$ cat config.mk
export PLATFORM = sky130hd
export DESIGN_NAME = watchdog_reset_source_unit
export DESIGN_NICKNAME = d
export VERILOG_FILES = /design/src/wdt_reset_pkg.sv /design/src/reset_request_extender.sv /design/src/watchdog_reset_source_unit.sv
export SDC_FILE = /design/constraint.sdc
export NUM_CORES = 1
export LEC_CHECK = 0
export BUFFER_PORTS_ARGS = -buffer_cell sky130_fd_sc_hd__clkbuf_2
export CORE_ASPECT_RATIO = 1.2
export CORE_UTILIZATION = 56
export DETAILED_ROUTE_END_ITERATION = 12
export GPL_ROUTABILITY_DRIVEN = 0
export GPL_TIMING_DRIVEN = 0
export PLACE_DENSITY = 0.89
export SLEW_MARGIN = 0
export SYNTH_ARGS = -nofsm -noshare
export SYNTH_HDL_FRONTEND = slang
export SYNTH_SLANG_ARGS = --single-unit
$ cat constraint.sdc
create_clock -name clk -period 4.9 [get_ports clk]
set_clock_uncertainty 0.2 [all_clocks]
set_input_delay 0.98 -clock clk [delete_from_list [all_inputs] [get_ports clk]]
set_output_delay 0.98 -clock clk [all_outputs]
set_load 0.05 [all_outputs]
$ cat src/wdt_reset_pkg.sv
// constants, register map and types shared by the watchdog and reset-source unit
package wdt_reset_pkg;

   // register map: byte addresses on the axi4-lite port
   localparam int ADDR_W = 8;
   localparam logic [ADDR_W-1:0] CTRL_OFFSET = 8'h00;
   localparam logic [ADDR_W-1:0] SHARED_OFFSET = 8'h04;

   // supervision_force_control fields
   localparam int FORCE_BIT = 7;
   localparam int SUP_EN_BIT = 0;
   localparam logic SUP_EN_RESET = 1'b1;

   // reset_cause_status fields
   localparam int ST_TEST_BIT = 7;
   localparam int ST_IDLE_BIT = 6;
   localparam int ST_WAKE_STANDBY_WAKE_FLAG_BIT = 5;
   localparam int ST_FORCED_BIT = 4;
   localparam int ST_CLOCK_BIT = 3;
   localparam int ST_PIN_BIT = 2;
   localparam int ST_SUPPLY_BIT = 1;
   localparam int ST_WDOG_BIT = 0;
   localparam logic [7:0] STATUS_RESET = 8'h00;

   // watchdog
   localparam logic [7:0] TIMER_RESET = 8'hFF;
   localparam logic [7:0] WRAP_VALUE = 8'hFF;
   localparam logic [7:0] TIMER_FORBIDDEN = 8'h00;
   localparam logic [7:0] TRIG_RESET = 8'h00;
   localparam int SLOW_DIV = 128;
   localparam logic [6:0] SLOW_PRE_LAST = 7'(SLOW_DIV - 1);

   // reset extension, counted in crystal periods
   localparam int EXT_PERIODS = 2048;
   localparam logic [10:0] EXT_LAST = 11'(EXT_PERIODS - 1);

   // axi4-lite responses
   localparam logic [1:0] RESP_OKAY = 2'b00;
   localparam logic [1:0] RESP_SLVERR = 2'b10;

   typedef enum logic [1:0] {SEQ_TIMER, SEQ_TRIG1, SEQ_TRIG2} wd_seq_e;

endpackage : wdt_reset_pkg

$ cat src/reset_request_extender.sv
// reset request flag with extension timer that delays pin release
`timescale 1ns/1ps
module reset_request_extender (
   input wire logic clk, // system clock
   input wire logic nrst, // async reset, active low
   input wire logic ce, // clock enable
   input wire logic src_active, // any internal reset source active
   input wire logic xtal_tick, // one pulse per crystal period
   output logic req // reset request, drives the pin low
);

   logic req_ff;
   logic [10:0] cnt_ff;
   logic cnt_done;

   assign cnt_done = (cnt_ff == wdt_reset_pkg::EXT_LAST);
   assign req = req_ff;

   // a source that comes back mid-extension restarts the count from zero
   always_ff @(posedge clk or negedge nrst) begin
      if (!nrst) begin
         req_ff <= 1'b0;
         cnt_ff <= 11'h000;
      end else if (ce) begin
         if (src_active) begin
            req_ff <= 1'b1;
            cnt_ff <= 11'h000;
         end else if (req_ff && xtal_tick) begin
            if (cnt_done) begin
               req_ff <= 1'b0;
               cnt_ff <= 11'h000;
            end else begin
               cnt_ff <= cnt_ff + 11'h001;
            end
         end
      end
   end

endmodule : reset_request_extender

$ cat src/watchdog_reset_source_unit.sv
// watchdog, forced reset, supervision enable and reset-cause bookkeeping behind axi4-lite
//
// Behaviour
// - Power-on and wake-up resets disable the watchdog; shared write enables it.
// - 8-bit down-counter requests reset, pin low, when wrapping from zero to 0xFF.
// - Shared write reloads counter only if both trigger registers are complementary.
// - Every IC reset loads the watchdog timer register with 0xFF.
// - Counter ticks at base rate in fast modes, base rate divided by 128 in slow.
// - A wrong value in the sequence blocks all further reloads at once.
// - Watchdog flag sets on wrap; cleared only by supply reset or shared write.
// - Writing one to control bit 7 forces the reset pin low; zero does nothing.
// - Entering power saving sets its wake flag; later wake-up pulls the pin low.
// - Low level on reset pin resets the IC; external sources may wire-OR.
// - Control bit 0 resets to one; one enables, zero disables both supervisions.
// - Zero to supervision enable works only after supervision reset, before shared write.
// - Shared read returns test pin, idle, wake, forced, clock, pin, supply, watchdog.
// - Cause flags accumulate since last shared write; that write clears them all.
// - Active-mode resets set pin flag plus watchdog, clock, supply or forced flags.
// - Resets in power saving set clock and pin flags; wake-ups set clock and pin flags too.
// - Internal sources set a request; pin released 2048 crystal periods after they end.
//
// Implementation choices: the AXI4-Lite slave port and the register offsets.
`timescale 1ns/1ps
module watchdog_reset_source_unit (
   input wire logic clk, // system clock, 40 MHz
   input wire logic nrst, // async reset, active low
   input wire logic ce, // clock enable, freezes all state when low
   // axi4-lite slave
   input wire logic [7:0] s_axi_awaddr, // write address
   input wire logic [2:0] s_axi_awprot, // write protection, unused
   input wire logic s_axi_awvalid, // write address valid
   output logic s_axi_awready, // write address ready
   input wire logic [31:0] s_axi_wdata, // write data
   input wire logic [3:0] s_axi_wstrb, // write strobes
   input wire logic s_axi_wvalid, // write data valid
   output logic s_axi_wready, // write data ready
   output logic [1:0] s_axi_bresp, // write response
   output logic s_axi_bvalid, // write response valid
   input wire logic s_axi_bready, // write response ready
   input wire logic [7:0] s_axi_araddr, // read address
   input wire logic [2:0] s_axi_arprot, // read protection, unused
   input wire logic s_axi_arvalid, // read address valid
   output logic s_axi_arready, // read address ready
   output logic [31:0] s_axi_rdata, // read data
   output logic [1:0] s_axi_rresp, // read response
   output logic s_axi_rvalid, // read data valid
   input wire logic s_axi_rready, // read data ready
   // reset pin, open drain
   input wire logic reset_pin_n_i, // sensed level of the reset pin
   output logic reset_pin_n_o, // driven level, always low
   output logic reset_pin_n_oe, // pull-down active
   output logic sys_reset_n, // system reset to the rest of the IC, active low
   // surroundings
   input wire logic test_pin_level, // test pin level
   input wire logic wdt_tick, // base watchdog clock, one pulse per period
   input wire logic xtal_tick, // one pulse per crystal period
   input wire logic slow_mode, // cpu in a slow mode
   input wire logic in_power_saving, // a power saving mode is active
   input wire logic enter_idle, // pulse: idle mode entered
   input wire logic enter_wake_standby, // pulse: wake or standby mode entered
   input wire logic wake_up, // pulse: wake-up from power saving logic
   input wire logic clock_sup_fail, // clock supervision detects failure
   input wire logic supply_sup_fail, // supply supervision detects failure
   output logic supervision_enable, // clock and supply supervision enabled
   output logic watchdog_enabled // watchdog reset source enabled
);

   function automatic logic addr_is(input logic [7:0] addr, input logic [7:0] off);
      addr_is = (addr[7:2] == off[7:2]);
   endfunction : addr_is

   function automatic logic is_complement(input logic [7:0] a, input logic [7:0] b);
      is_complement = ((a ^ b) == 8'hFF);
   endfunction : is_complement

   // ---------------- axi4-lite slave ----------------
   logic aw_have_ff;
   logic w_have_ff;
   logic [7:0] waddr_ff;
   logic [7:0] wdata_ff;
   logic wstrb0_ff;
   logic bvalid_ff;
   logic [1:0] bresp_ff;
   logic rvalid_ff;
   logic [31:0] rdata_ff;
   logic [1:0] rresp_ff;

   wire aw_fire = s_axi_awvalid && s_axi_awready;
   wire w_fire = s_axi_wvalid && s_axi_wready;
   wire ar_fire = s_axi_arvalid && s_axi_arready;
   wire do_write = ce && aw_have_ff && w_have_ff;
   wire w_hit_ctrl = addr_is(waddr_ff, wdt_reset_pkg::CTRL_OFFSET);
   wire w_hit_shared = addr_is(waddr_ff, wdt_reset_pkg::SHARED_OFFSET);
   wire wr_ctrl = do_write && w_hit_ctrl && wstrb0_ff;
   wire wr_shared = do_write && w_hit_shared && wstrb0_ff;
   wire r_hit_ctrl = addr_is(s_axi_araddr, wdt_reset_pkg::CTRL_OFFSET);
   wire r_hit_shared = addr_is(s_axi_araddr, wdt_reset_pkg::SHARED_OFFSET);

   assign s_axi_awready = ce && !aw_have_ff && !bvalid_ff;
   assign s_axi_wready = ce && !w_have_ff && !bvalid_ff;
   assign s_axi_arready = ce && !rvalid_ff;
   assign s_axi_bvalid = bvalid_ff;
   assign s_axi_bresp = bresp_ff;
   assign s_axi_rvalid = rvalid_ff;
   assign s_axi_rdata = rdata_ff;
   assign s_axi_rresp = rresp_ff;

   always_ff @(posedge clk or negedge nrst) begin
      if (!nrst) begin
         aw_have_ff <= 1'b0;
         w_have_ff <= 1'b0;
         waddr_ff <= 8'h00;
         wdata_ff <= 8'h00;
         wstrb0_ff <= 1'b0;
      end else if (ce) begin
         if (aw_fire) begin
            aw_have_ff <= 1'b1;
            waddr_ff <= s_axi_awaddr;
         end else if (do_write) begin
            aw_have_ff <= 1'b0;
         end
         if (w_fire) begin
            w_have_ff <= 1'b1;
            wdata_ff <= s_axi_wdata[7:0];
            wstrb0_ff <= s_axi_wstrb[0];
         end else if (do_write) begin
            w_have_ff <= 1'b0;
         end
      end
   end

   always_ff @(posedge clk or negedge nrst) begin
      if (!nrst) begin
         bvalid_ff <= 1'b0;
         bresp_ff <= wdt_reset_pkg::RESP_OKAY;
      end else if (ce) begin
         if (do_write) begin
            bvalid_ff <= 1'b1;
            bresp_ff <= (w_hit_ctrl || w_hit_shared) ? wdt_reset_pkg::RESP_OKAY : wdt_reset_pkg::RESP_SLVERR;
         end else if (s_axi_bready) begin
            bvalid_ff <= 1'b0;
         end
      end
   end

   // ---------------- reset pin and event sources ----------------
   logic sup_en_ff;
   logic sup_dis_allowed_ff;
   logic wd_en_ff;
   logic req;

   wire ic_reset = !reset_pin_n_i;
   wire supply_evt = supply_sup_fail && sup_en_ff;
   wire clock_evt = clock_sup_fail && sup_en_ff;
   wire forced_evt = wr_ctrl && wdata_ff[wdt_reset_pkg::FORCE_BIT];
   wire wd_wrap;

   // wake-up is one of the five internal sources; entering power saving is not one
   wire src_active = wd_wrap || forced_evt || wake_up || clock_evt || supply_evt;

   reset_request_extender u_ext (
      .clk(clk),
      .nrst(nrst),
      .ce(ce),
      .src_active(src_active),
      .xtal_tick(xtal_tick),
      .req(req)
   );

   // open drain: only ever pulls low, outside sources may wire-or on the same net
   assign reset_pin_n_o = 1'b0;
   assign reset_pin_n_oe = req;
   assign sys_reset_n = reset_pin_n_i;
   assign supervision_enable = sup_en_ff;
   assign watchdog_enabled = wd_en_ff;

   // ---------------- supervision enable ----------------
   wire nxt_allowed = (sup_dis_allowed_ff && !wr_shared) || supply_evt || clock_evt;
   wire wr_sup_one = wr_ctrl && wdata_ff[wdt_reset_pkg::SUP_EN_BIT];
   wire wr_sup_zero = wr_ctrl && !wdata_ff[wdt_reset_pkg::SUP_EN_BIT] && sup_dis_allowed_ff;
   wire nxt_sup_en = wr_sup_one ? 1'b1 : (wr_sup_zero ? 1'b0 : sup_en_ff);

   always_ff @(posedge clk or negedge nrst) begin
      if (!nrst) begin
         sup_en_ff <= wdt_reset_pkg::SUP_EN_RESET;
         sup_dis_allowed_ff <= 1'b0;
      end else if (ce) begin
         sup_en_ff <= nxt_sup_en;
         sup_dis_allowed_ff <= nxt_allowed;
      end
   end

   // ---------------- watchdog ----------------
   logic [7:0] cnt_ff;
   logic [7:0] timer_ff;
   logic [7:0] trig1_ff;
   logic [7:0] trig2_ff;
   logic have_retrig_ff;
   logic lock_ff;
   logic [6:0] pre_ff;
   wdt_reset_pkg::wd_seq_e seq_ff;

   logic [7:0] nxt_timer;
   logic [7:0] nxt_trig1;
   logic [7:0] nxt_trig2;
   logic nxt_have_retrig;
   logic nxt_lock;
   logic do_reload;
   wdt_reset_pkg::wd_seq_e nxt_seq;

   // prescaler runs only in slow modes, trading resolution for a 128x longer interval
   wire pre_last = (pre_ff == wdt_reset_pkg::SLOW_PRE_LAST);
   wire eff_tick = slow_mode ? (wdt_tick && pre_last) : wdt_tick;
   // a reload landing on the wrap tick keeps the counter from wrapping, so no reset either
   assign wd_wrap = wd_en_ff && eff_tick && !ic_reset && !do_reload && (cnt_ff == 8'h00);

   // power-on and wake-up clear win over the enabling write
   wire nxt_wd_en = (supply_evt || wake_up) ? 1'b0 : (wr_shared ? 1'b1 : wd_en_ff);

   always_comb begin
      nxt_timer = timer_ff;
      nxt_trig1 = trig1_ff;
      nxt_trig2 = trig2_ff;
      nxt_have_retrig = have_retrig_ff;
      nxt_lock = lock_ff;
      nxt_seq = seq_ff;
      do_reload = 1'b0;
      if (wr_shared) begin
         case (seq_ff)
            wdt_reset_pkg::SEQ_TIMER: begin
               nxt_timer = wdata_ff;
               if (wdata_ff == wdt_reset_pkg::TIMER_FORBIDDEN) begin
                  nxt_lock = 1'b1;
               end
               nxt_seq = wdt_reset_pkg::SEQ_TRIG1;
            end
            wdt_reset_pkg::SEQ_TRIG1: begin
               nxt_trig1 = wdata_ff;
               nxt_have_retrig = 1'b1;
               if (have_retrig_ff && (wdata_ff != trig1_ff)) begin
                  nxt_lock = 1'b1;
               end
               nxt_seq = wdt_reset_pkg::SEQ_TRIG2;
            end
            wdt_reset_pkg::SEQ_TRIG2: begin
               nxt_trig2 = wdata_ff;
               if (is_complement(trig1_ff, wdata_ff) && !lock_ff && !nxt_lock) begin
                  do_reload = 1'b1;
               end else begin
                  nxt_lock = 1'b1;
               end
               nxt_seq = wdt_reset_pkg::SEQ_TRIG1;
            end
            default: begin
               nxt_seq = wdt_reset_pkg::SEQ_TIMER;
            end
         endcase
      end
   end

   always_ff @(posedge clk or negedge nrst) begin
      if (!nrst) begin
         wd_en_ff <= 1'b0;
      end else if (ce) begin
         wd_en_ff <= nxt_wd_en;
      end
   end

   always_ff @(posedge clk or negedge nrst) begin
      if (!nrst) begin
         pre_ff <= 7'h00;
      end else if (ce && wdt_tick) begin
         pre_ff <= (slow_mode && !pre_last) ? (pre_ff + 7'h01) : 7'h00;
      end
   end

   // an IC reset reinitialises the sequence and lifts the lock; enable is left alone
   always_ff @(posedge clk or negedge nrst) begin
      if (!nrst) begin
         timer_ff <= wdt_reset_pkg::TIMER_RESET;
         trig1_ff <= wdt_reset_pkg::TRIG_RESET;
         trig2_ff <= wdt_reset_pkg::TRIG_RESET;
         have_retrig_ff <= 1'b0;
         lock_ff <= 1'b0;
         seq_ff <= wdt_reset_pkg::SEQ_TIMER;
      end else if (ce) begin
         if (ic_reset) begin
            timer_ff <= wdt_reset_pkg::TIMER_RESET;
            trig1_ff <= wdt_reset_pkg::TRIG_RESET;
            trig2_ff <= wdt_reset_pkg::TRIG_RESET;
            have_retrig_ff <= 1'b0;
            lock_ff <= 1'b0;
            seq_ff <= wdt_reset_pkg::SEQ_TIMER;
         end else begin
            timer_ff <= nxt_timer;
            trig1_ff <= nxt_trig1;
            trig2_ff <= nxt_trig2;
            have_retrig_ff <= nxt_have_retrig;
            lock_ff <= nxt_lock;
            seq_ff <= nxt_seq;
         end
      end
   end

   // reload beats a wrap landing in the same cycle
   always_ff @(posedge clk or negedge nrst) begin
      if (!nrst) begin
         cnt_ff <= wdt_reset_pkg::TIMER_RESET;
      end else if (ce) begin
         if (ic_reset) begin
            cnt_ff <= wdt_reset_pkg::TIMER_RESET;
         end else if (do_reload) begin
            cnt_ff <= timer_ff;
         end else if (wd_wrap) begin
            cnt_ff <= wdt_reset_pkg::WRAP_VALUE;
         end else if (wd_en_ff && eff_tick) begin
            cnt_ff <= cnt_ff - 8'h01;
         end
      end
   end

   // ---------------- reset cause flags ----------------
   logic idle_ff;
   logic wake_standby_wake_flag_ff;
   logic forced_ff;
   logic clock_ff;
   logic pin_ff;
   logic supply_ff;
   logic wdog_ff;

   // hardware set wins over the clearing write in the same cycle
   wire set_pin = ic_reset;
   wire set_clock = clock_evt || supply_evt || wake_up || (ic_reset && in_power_saving);
   wire set_supply = supply_evt;
   wire set_forced = forced_evt;
   wire set_wdog = wd_wrap;
   wire set_idle = enter_idle;
   wire set_wake_standby_wake_flag = enter_wake_standby;

   wire nxt_idle = (idle_ff && !wr_shared) || set_idle;
   wire nxt_wake_standby_wake_flag = (wake_standby_wake_flag_ff && !wr_shared) || set_wake_standby_wake_flag;
   wire nxt_forced = (forced_ff && !wr_shared) || set_forced;
   wire nxt_clock = (clock_ff && !wr_shared) || set_clock;
   wire nxt_pin = (pin_ff && !wr_shared) || set_pin;
   wire nxt_supply = (supply_ff && !wr_shared) || set_supply;
   wire nxt_wdog = (wdog_ff && !wr_shared && !supply_evt) || set_wdog;

   always_ff @(posedge clk or negedge nrst) begin
      if (!nrst) begin
         idle_ff <= 1'b0;
         wake_standby_wake_flag_ff <= 1'b0;
         forced_ff <= 1'b0;
         clock_ff <= 1'b0;
         pin_ff <= 1'b0;
         supply_ff <= 1'b0;
         wdog_ff <= 1'b0;
      end else if (ce) begin
         idle_ff <= nxt_idle;
         wake_standby_wake_flag_ff <= nxt_wake_standby_wake_flag;
         forced_ff <= nxt_forced;
         clock_ff <= nxt_clock;
         pin_ff <= nxt_pin;
         supply_ff <= nxt_supply;
         wdog_ff <= nxt_wdog;
      end
   end

   // ---------------- read path ----------------
   logic [7:0] status_vec;

   always_comb begin
      status_vec = wdt_reset_pkg::STATUS_RESET;
      status_vec[wdt_reset_pkg::ST_TEST_BIT] = test_pin_level;
      status_vec[wdt_reset_pkg::ST_IDLE_BIT] = idle_ff;
      status_vec[wdt_reset_pkg::ST_WAKE_STANDBY_WAKE_FLAG_BIT] = wake_standby_wake_flag_ff;
      status_vec[wdt_reset_pkg::ST_FORCED_BIT] = forced_ff;
      status_vec[wdt_reset_pkg::ST_CLOCK_BIT] = clock_ff;
      status_vec[wdt_reset_pkg::ST_PIN_BIT] = pin_ff;
      status_vec[wdt_reset_pkg::ST_SUPPLY_BIT] = supply_ff;
      status_vec[wdt_reset_pkg::ST_WDOG_BIT] = wdog_ff;
   end

   // control register is write-only and reads as zero
   wire [31:0] rd_value = r_hit_shared ? {24'h000000, status_vec} : 32'h00000000;
   wire [1:0] rd_resp = (r_hit_ctrl || r_hit_shared) ? wdt_reset_pkg::RESP_OKAY : wdt_reset_pkg::RESP_SLVERR;

   always_ff @(posedge clk or negedge nrst) begin
      if (!nrst) begin
         rvalid_ff <= 1'b0;
         rdata_ff <= 32'h00000000;
         rresp_ff <= wdt_reset_pkg::RESP_OKAY;
      end else if (ce) begin
         if (ar_fire) begin
            rvalid_ff <= 1'b1;
            rdata_ff <= rd_value;
            rresp_ff <= rd_resp;
         end else if (s_axi_rready) begin
            rvalid_ff <= 1'b0;
         end
      end
   end

endmodule : watchdog_reset_source_unit

==> results of run 1 <==
-- where the power goes --
group / switching (W) / total (W) / internal [W] / leakage [nW]
registers: 0.000137 / 0.000997 / 0.000860 / 1.07
clock network: 0.000242 / 0.000506 / 0.000264 / 0.104
logic: 0.000354 / 0.000542 / 0.000188 / 1.33
-- sequential cells by signal (all words and copies together) (netlist names), 2 cells and up --
register,cells
waddr_ff,6
trig1_ff,8
timer_ff,8
seq_ff,2
s_axi_rdata,8
u_ext.cnt_ff,11
pre_ff,7
wdata_ff,8
cnt_ff,8
-- per-stage QoR --
stage	area (um2)	setup WS, ns	hold slack, ns	total power (W)	utilization
6_report	5080	1.88	0.285	0.00205	0.687
5_1_grt	5080	1.77	0.293	0.00216	0.687
4_1_cts	5080	1.96	0.286	0.00205	0.687
3_5_place_dp	4880	1.57	0.266	0.00154	0.659
3_3_place_gp	4850	1.66	0.263	0.00151	0.655
2_1_floorplan	4450	1.98	0.247	0.00138	-
-- worst max-delay path by stage --
| stage | start | to | slack (ns) | depth (start not counted) |
|---|---|---|---|---|
| finish | reset_pin_n_i | u_ext.cnt_ff[2] | 1.88 | 6 |
| global placement | wdt_tick | u_ext.cnt_ff[2] | 1.66 | 7 |
| CTS | ce | s_axi_wready | 1.96 | 4 |
| global route | cnt_ff[0] | u_ext.cnt_ff[6] | 1.77 | 8 |
| floorplan | ce | s_axi_arready | 1.98 | 2 |
| detailed placement | wdt_tick | u_ext.cnt_ff[8] | 1.57 | 7 |
-- layout by cell type (no fill, tap or decap), types with 12 or more instances in the layout --
cell,count
clkbuf_1,12
nand3_1,14
nand2_1,44
clkbuf_2,57
a22o_1,31
dfrtp_1,69
conb_1,27
nor2_1,30
o21ai_0,30
a31oi_1,16
buf_4,28
inv_1,18
dfstp_2,17
nor3_1,12
-- area by class of cell --
type	count	area [um2]	area share
clock inverters	3	43.8	0.00862
well taps	90	113	0.0222
clock buffers	13	159	0.0313
flip-flops and latches	86	2170	0.428
plain buffers	42	280	0.0551
multi-input cells	312	1920	0.378
repair buffers	59	320	0.0630
inverters	19	71.3	0.0140
-- per-layer routing --
layer,global-route usage,part of all wire,vias up
met1,0.318,0.42,1731
li1,-,-,1698
met2,0.425,0.51,136
met3,0.0630,0.058,18
met4,0.0661,0.015,0
met5,0,0,-
-- worst max-delay path, cell delays in order --
cell	delay (ns)
clkbuf_2	0.19
clkinv_1	0.28
nor4_1	0.76
a22o_1	0.47
o21ai_1	0.13
a22o_1	0.25
-- cell families (layout without fill, tap and decap cells) --
group	after synthesis	in the layout
other cells	1	27
compound gates	115	115
flops	86	86
xor+xnor	12	12
fa+ha+maj	3	3
simple gates	146	146
mux	9	9
buf+inv	61	136
==> impl_metrics.csv, run 1 <==
group,metric,value,unit
grt,antenna_found_initial,0,
die,dieArea,8120,um2
sta,fmax,332,MHz
die,die_w,82.5,um
sta,worstMarginPinSlew,1.23,ns
logic_synthesis,async_flop_share,1.00,
clocking,cts_sinks,86,
grt,grt_first_pass_wirelength,15600,um
logic_synthesis,synthXorXnorAreaFrac,0.0242,
min_path,hold_path_end,"s_axi_rresp[1]",
clocking,clockBufferDepth,2,
final_layout,finalNonFillerCells,624,
logic_synthesis,ys_top_cells_by_count,"69 x dfrtp_1, 44 x nand2_1, 31 x a22o_1, 30 x nor2_1, 30 x o21ai_0",
worst_setup_path,reg2regPathDepth,8,
final_layout,layout.nets,609,
clocking,htree_levels,3,
grt,grt_max_degree,50,
logic_synthesis,synth_seq_area_share,0.500,
worst_setup_path,r2r-end,"u_ext.cnt_ff[2]",
clocking,worstSkewPairLatency,0.36,ns
logic_synthesis,synth-simple-area-share,0.176,
placement,dp_hpwl,6880,um
logic_synthesis,yosysTopAreaCell,"dfrtp_1",
sta,relSlewSlack,0.173,
power_and_ir_drop,power_density,403,nW/um2
clocking,hold_buffers,0,
die,initial_core_util,0.588,
die,rows,34,
worst_setup_path,critPathLaunchType,"primary input",
drt,ant_nets,0,
logic_synthesis,ys.flop_type,"dfrtp_1",
worst_setup_path,arrival,3.06,ns
worst_setup_path,crit-reg2reg-launch,"cnt_ff[0]",
clocking,clk_pin_slew,0.08,ns
final_layout,drive_gt1_frac,0.262,
drt,drt-initial-drc-count,241,
drt,wl_per_cell,15.3,um
grt,grt_overflow,0,
clocking,root_buffer,"clkbuf_8",
logic_synthesis,ys_ff_latch,86,
sta,period_needed,3.02,ns
clocking,cts_tree,"yes",
sta,setup-tns-final,0,ns
sta,rsz0062_at_grt,"false",
placement,portBuffers,58,
logic_synthesis,synthTopCellsByArea,"dfrtp_1 40%, dfstp_2 10%, a22o_1 6.2%, buf_4 4.8%, nand2_1 3.8%",
final_layout,n_antenna_cell,0,
logic_synthesis,synth_edf_count,0,
clocking,cts_setup_buffers,0,
status,status,"complete, no violations",
drt,drt_first_pass_iters,5,
logic_synthesis,synth_top_family_by_area,"compound AO/OA/AOI/OAI gates",
grt,grt_usage,0.252,
clocking,cts_resized,0,
logic_synthesis,syn_area,4350,um2
min_path,hold_class,"reg -> reg",
logic_synthesis,yosys.area_share.adder,0.00863,
die,io_pins,123,
die,die_h,98.5,um
logic_synthesis,synthDominantCellAreaShare,0.397,
worst_setup_path,required,4.94,ns
final_layout,area_delta_synth_final,16.9,%
logic_synthesis,postSynthAreaPerCell,10.0,um2
power_and_ir_drop,ir_drop,0.290,mV
logic_synthesis,yosysMostFrequentCell,"dfrtp_1",
placement,dp.cells,608,
drt,drc,0,
worst_setup_path,rrSetupSlack,1.94,ns
logic_synthesis,synth-compound-area-share,0.187,
power_and_ir_drop,leakagePower,2.50,nW
worst_setup_path,criticalPathCategory,"in -> reg",
drt,routed_wl,9570,um
logic_synthesis,ys_warn_count,0,
drt,vias_per_cell,5.74,
min_path,hp-start,"s_axi_rresp[1]",
sta,setup_viol,0,
flow_run,drv_cap,0,
clocking,cts_made_buffers,9,
sta,period_share,0.616,
sta,finalHoldViolations,0,
worst_setup_path,critPathMaxFanout,10,
final_layout,fillers,559,
drt,vias,3583,
min_path,worstHoldPathCells,2,
logic_synthesis,synthMuxAreaShare,0.0230,
logic_synthesis,syn_inst,433,
sta,drv_slew,0,
logic_synthesis,ys_types,51,
die,core-area,7400,um2
grt,grt_pass1_vias,3381,
worst_setup_path,cp-end-kind,"register",
Note: power is estimated with default switching activity, not from simulation.
==> run 2, diff against run 1 <==
Settings changed: CORE_UTILIZATION 56 to 52, PLACE_DENSITY 0.89 to 0.84.
Clock period 4.9 ns to 2.8 ns, I/O delays scaled along.
==> impl_metrics.csv, run 2 (synthesis results as in run 1) <==
group,metric,value,unit
sta,relSlewSlack,0.157,
clocking,clk_pin_slew,0.08,ns
final_layout,largest_reg_flops,11,
worst_setup_path,arrival,2.73,ns
sta,worstMarginPinSlew,1.25,ns
grt,antenna_found_initial,0,
drt,vias,3541,
power_and_ir_drop,switching_power,0.00129,W
sta,drv_slew,0,
final_layout,final_common_cell,"dfrtp_1",
grt,grt_pass1_vias,3414,
power_and_ir_drop,switching_share,0.357,
flow_run,drv_cap,0,
sta,period_share,0.948,
placement,portBuffers,58,
die,dieArea,8730,um2
grt,grt_overflow,0,
drt,drt-initial-drc-count,214,
grt,grt_usage,0.239,
final_layout,drive_gt1_frac,0.276,
die,die_w,85.5,um
worst_setup_path,required,2.88,ns
power_and_ir_drop,ir_drop,0.509,mV
final_layout,n_antenna_cell,0,
power_and_ir_drop,p_int,0.00232,W
worst_setup_path,critPathMaxFanout,10,
drt,routed_wl,9580,um
worst_setup_path,path_buf_inv,1,
worst_setup_path,crit_family,"simple AND/OR/NAND/NOR gates",
power_and_ir_drop,power_density,698,nW/um2
grt,grt_first_pass_wirelength,16000,um
drt,drc,0,
worst_setup_path,path_cells,"or4_4 > nor3_4 > nand2_4 > o31ai_4 > buf_2 > nor2_1 > a31oi_1",
die,io_pins,123,
drt,vias_per_cell,5.59,
clocking,root_buffer,"clkbuf_8",
placement,dp_hpwl,7050,um
sta,period_needed,2.65,ns
final_layout,final_cell_mix,"69 x dfrtp_1, 57 x clkbuf_2, 43 x nand2_1",
final_layout,top_register,"u_ext.cnt_ff",
min_path,hold_class,"in -> reg",
sta,rsz0062_at_grt,"false",
worst_setup_path,criticalPathCategory,"reg -> reg",
die,rows,36,
die,initial_core_util,0.536,
sta,setup_viol,0,
worst_setup_path,cp-end-kind,"register",
final_layout,area_delta_synth_final,19.1,%
clocking,clockBufferDepth,2,
worst_setup_path,cpMaxStageDelayCell,"or4_4",
power_and_ir_drop,combPwrFrac,0.263,
final_layout,layout.nets,614,
drt,ant_nets,0,
status,status,"complete, no violations",
clocking,cts_sinks,86,
clocking,htree_levels,3,
sta,finalHoldViolations,0,
final_layout,stdcell_area,5180,um2
power_and_ir_drop,leakagePower,2.55,nW
sta,final.hold.worst_slack,0.192,ns
grt,grt_max_degree,61,
clocking,cts_made_buffers,9,
power_and_ir_drop,clockPowerShare,0.252,
power_and_ir_drop,p_seq_frac,0.485,
drt,drt_first_pass_iters,5,
worst_setup_path,critPathMaxStageDelay,0.61,ns
worst_setup_path,critPathLaunchType,"register",
placement,place_area,4890,um2
die,die_h,102,um
drt,wl_per_cell,15.1,um
clocking,cts_tree,"yes",
die,core-area,8110,um2
clocking,worstSkewPairLatency,0.37,ns
sta,fmax,377,MHz
==> run 2: metrics by stage <==
| stage | worst slack [ns] | instances | util | setup TNS [ns] | power [W] |
|---|---|---|---|---|---|
| after CTS | 0.0168 | 630 | 0.634 | 0 | 0.00362 |
| after detailed placement | -0.236 | 613 | 0.603 | -4.40 | 0.00269 |
| final | 0.146 | 634 | 0.639 | 0 | 0.00361 |
| after global placement | -0.126 | 612 | 0.599 | -2.29 | 0.00264 |
| after global routing | 0.0289 | 634 | 0.639 | 0 | 0.00381 |
| after floorplan | 0.194 | 459 | - | 0 | 0.00241 |
==> run 2: layout make-up <==
type,count,area [um2]
clock inverters,3,42.5
repair buffers,64,360
inverters,19,71.3
clock buffers,13,169
plain buffers,42,280
flip-flops and latches,86,2170
multi-input cells,312,1970
well taps,95,119
fillers,674,2930
==> run 2: timing repair <==
action                     CTS  global route
pin swaps                    1             2
setup endpoints to repair   32            19
resized for setup            5             3
cloned                       0             0
buffers inserted             0             4
hold endpoints to repair    23             0
hold buffers                 1             0
==> run 2: path summary, 6_finish.rpt <==
check / endpoint / cells past startpoint / slack, ns / startpoint
min in group asynchronous: waddr_ff[7] / 2 / 0.48 / nrst
worst max-delay path: timer_ff[6] / 7 / 0.15 / waddr_ff[5]
worst min-delay path: wdata_ff[4] / 3 / 0.19 / s_axi_wdata[4]
worst max register to register: timer_ff[6] / 7 / 0.15 / waddr_ff[5]
worst min register to register: s_axi_bresp[1] / 2 / 0.28 / s_axi_bresp[1]
max in group asynchronous: supervision_enable / 3 / 1.27 / nrst
==> run 2: routing by layer <==
| metal | routed length (um) | GRT usage |
|---|---|---|
| met1 | 3920 | 0.280 |
| met2 | 4820 | 0.415 |
| met3 | 461 | 0.0404 |
| met4 | 382 | 0.145 |
| met5 | 0 | 0 |
==> run 2: power groups by stage <==
stage	logic (W)	registers [W]	clock network, W
final	0.000949	0.00175	0.000911
after global routing	0.00105	0.00179	0.000974
after CTS	0.000948	0.00174	0.000927
after detailed placement	0.000932	0.00176	0
after global placement	0.000892	0.00174	0
after floorplan	0.000622	0.00179	0
==> run 2: worst register-to-register path: cells and delay by family, from the launching register on <==
family / cells / cell delay [ns]
AOI/OAI and AO/OA: 2 / 0.58
buffers and inverters: 1 / 0.27
DFF: 1 / 0.38
and+or+nand+nor: 4 / 1.14
==> run 3, diff against run 2 <==
Settings changed: ABC_AREA set to 1, CORE_UTILIZATION 52 to 53, CTS_CLUSTER_SIZE set to 16, PLACE_DENSITY 0.84 to 0.85.
==> impl_metrics.csv, run 3 <==
group,metric,value,unit
drt,drc,0,
final_layout,finalNonFillerCells,730,
sta,setup-tns-final,0,ns
final_layout,final_cell_mix,"127 x nand2_1, 69 x dfrtp_1, 60 x nor2_1",
worst_setup_path,required,2.85,ns
logic_synthesis,ys.flop_type,"dfrtp_1",
logic_synthesis,ys_top_cells_by_count,"127 x nand2_1, 69 x dfrtp_1, 60 x nor2_1, 54 x inv_1, 48 x o21ai_0",
clocking,hold_buffers,0,
drt,ant_nets,0,
final_layout,post-route-util,0.637,
worst_setup_path,crit-reg2reg-launch,"u_ext.cnt_ff[0]",
sta,setup_slack,0.437,ns
logic_synthesis,syn_inst,535,
logic_synthesis,ys_warn_count,0,
power_and_ir_drop,power_density,713,nW/um2
sta,period_share,0.844,
final_layout,area_delta_synth_final,17.2,%
final_layout,final_common_cell,"nand2_1",
sta,setup_viol,0,
drt,routed_wl,9710,um
worst_setup_path,cpMostUsedCell,"nand2_1",
logic_synthesis,synthDominantCellAreaShare,0.392,
worst_setup_path,cp-end-kind,"register",
clocking,cts_setup_buffers,0,
placement,dp_hpwl,7200,um
min_path,hold_class,"in -> async",
logic_synthesis,synthTopCellsByArea,"dfrtp_1 39%, nand2_1 11%, dfstp_2 10%, o21ai_0 5.4%, nor2_1 5.1%",
drt,wl_per_cell,13.3,um
grt,grt_max_degree,48,
die,initial_core_util,0.544,
drt,drt_first_pass_iters,6,
clocking,cts_tree,"yes",
die,io_pins,123,
final_layout,n_antenna_cell,0,
clocking,clk_pin_slew,0.09,ns
clocking,htree_levels,3,
worst_setup_path,arrival,2.41,ns
die,die_w,85.3,um
drt,vias,3896,
power_and_ir_drop,leakagePower,2.71,nW
sta,rsz0062_at_grt,"false",
worst_setup_path,rrSetupSlack,0.44,ns
final_layout,layout.nets,710,
power_and_ir_drop,p_seq_frac,0.462,
grt,grt_first_pass_wirelength,16400,um
worst_setup_path,critPathMaxStageDelay,0.41,ns
worst_setup_path,path_buf_inv,0,
sta,worstMarginPinSlew,0.663,ns
power_and_ir_drop,switching_share,0.359,
logic_synthesis,yosysTopAreaCell,"dfrtp_1",
logic_synthesis,async_flop_share,1.00,
placement,portBuffers,57,
die,core-area,8110,um2
drt,drt-initial-drc-count,306,
sta,period_needed,2.36,ns
sta,drv_slew,0,
die,dieArea,8690,um2
final_layout,drive_gt1_frac,0.220,
logic_synthesis,yosysMostFrequentCell,"nand2_1",
final_layout,top_register,"u_ext.cnt_ff",
worst_setup_path,criticalPathCategory,"reg -> reg",
power_and_ir_drop,p_int,0.00236,W
power_and_ir_drop,ir_drop,0.489,mV
sta,finalHoldViolations,0,
worst_setup_path,path_cells,"ha_1 > nand3_1 > nor2_1 > nand2_1 > nor2_1 > nand3_1 > o211ai_1 > nand2_1 > nand2_1 > nand2_1",
worst_setup_path,critPathMaxFanout,7,
power_and_ir_drop,clockPowerShare,0.262,
worst_setup_path,reg2regPathDepth,10,
status,status,"complete, no violations",
logic_synthesis,synth_edf_count,0,
logic_synthesis,postSynthAreaPerCell,8.24,um2
logic_synthesis,ys_types,37,
grt,grt_pass1_vias,3636,
final_layout,multi_input_area,1870,um2
power_and_ir_drop,combPwrFrac,0.275,
sta,fmax,423,MHz
logic_synthesis,synth_seq_area_share,0.493,
grt,grt_overflow,0,
logic_synthesis,syn_area,4410,um2
clocking,cts_made_buffers,9,
clocking,root_buffer,"clkbuf_8",
placement,dp.cells,714,
placement,post-place-ws,0.292,ns
sta,relSlewSlack,0.558,
final_layout,fillers,688,
worst_setup_path,crit_family,"simple AND/OR/NAND/NOR gates",
grt,grt_usage,0.240,
die,die_h,102,um
power_and_ir_drop,switching_power,0.00132,W
worst_setup_path,critPathLaunchType,"register",
worst_setup_path,r2r-end,"u_ext.req",
clocking,cts_sinks,86,
drt,vias_per_cell,5.34,
clocking,cts_resized,0,
worst_setup_path,cpMaxStageDelayCell,"dfrtp_1",
clocking,worstSkewPairLatency,0.36,ns
final_layout,largest_reg_flops,11,
grt,antenna_found_initial,0,
flow_run,drv_cap,0,
logic_synthesis,ys_ff_latch,86,
die,rows,36,
clocking,clockBufferDepth,2,
final_layout,register_area,2170,um2
[run 3: cell count changes in the layout (fill, tap and decap cells not counted), moves of 13 or more]
| cell | change |
|---|---|
| nand3_1 | +15 |
| o21ai_0 | +18 |
| nor2_1 | +30 |
| a22o_1 | -28 |
| nand2_1 | +84 |
| a31oi_1 | -13 |
| inv_1 | +36 |
[run 3: routing by layer]
| metal | track usage | part of all wire | vias to the layer above | wire length [um] |
|---|---|---|---|---|
| met1 | 0.296 | 0.41 | 1849 | 3940 |
| met3 | 0.0436 | 0.052 | 26 | 501 |
| met4 | 0.114 | 0.030 | 0 | 291 |
| met2 | 0.411 | 0.51 | 144 | 4980 |
| li1 | - | - | 1877 | - |
| met5 | 0 | 0 | - | 0 |
[run 3: how the worst max path moves through the flow]
stage | from | end | slack [ns] | depth (start not counted)
global placement | nrst | u_ext.cnt_ff[6] | 0.09 | 1
global route | cnt_ff[1] | u_ext.cnt_ff[6] | 0.24 | 12
floorplan | s_axi_bvalid | wdata_ff[6] | 0.39 | 5
detailed placement | ce | trig1_ff[6] | 0.29 | 7
CTS | ce | s_axi_wready | 0.48 | 4
finish | u_ext.cnt_ff[0] | u_ext.req | 0.44 | 10
[run 3: cell type report]
| type | instances | area share |
|---|---|---|
| sequential | 86 | 0.421 |
| multi-input combinational | 380 | 0.363 |
| tap | 95 | 0.0230 |
| clock inverter | 6 | 0.0165 |
| timing repair buffer | 58 | 0.0596 |
| clock buffer | 10 | 0.0266 |
| inverter | 56 | 0.0407 |
| buffer | 39 | 0.0501 |
[run 3: logic make-up (layout without fill, tap and decap cells)]
family / after synthesis / in the layout / share of synthesized area
AND/OR/NAND/NOR: 239 / 239 / 0.229
XOR/XNOR: 13 / 13 / 0.0258
multiplexers: 6 / 6 / 0.0153
adder cells (fa/ha/maj): 3 / 3 / 0.00852
AO/OA/AOI/OAI: 92 / 92 / 0.121
flip-flops: 86 / 86 / 0.493
buffers and inverters: 95 / 169 / 0.106
other: 1 / 27 / 0.000851
[run 3: per-stage QoR]
step / cell area, um2 / power [W] / hold slack (ns)
2_1_floorplan: 4520 / 0.00245 / 0.0644
3_3_place_gp: 4920 / 0.00267 / 0.260
3_5_place_dp: 4940 / 0.00273 / 0.270
4_1_cts: 5160 / 0.00370 / 0.0676
5_1_grt: 5160 / 0.00391 / 0.103
6_report: 5160 / 0.00368 / 0.0519
[run 3: power groups by stage]
stage	logic [W]	registers, W	clock network [W]
detailed placement	0.00101	0.00172	0
CTS	0.00102	0.00170	0.000988
finish	0.00101	0.00170	0.000965
floorplan	0.000687	0.00176	0
global route	0.00114	0.00173	0.00104
global placement	0.000967	0.00171	0
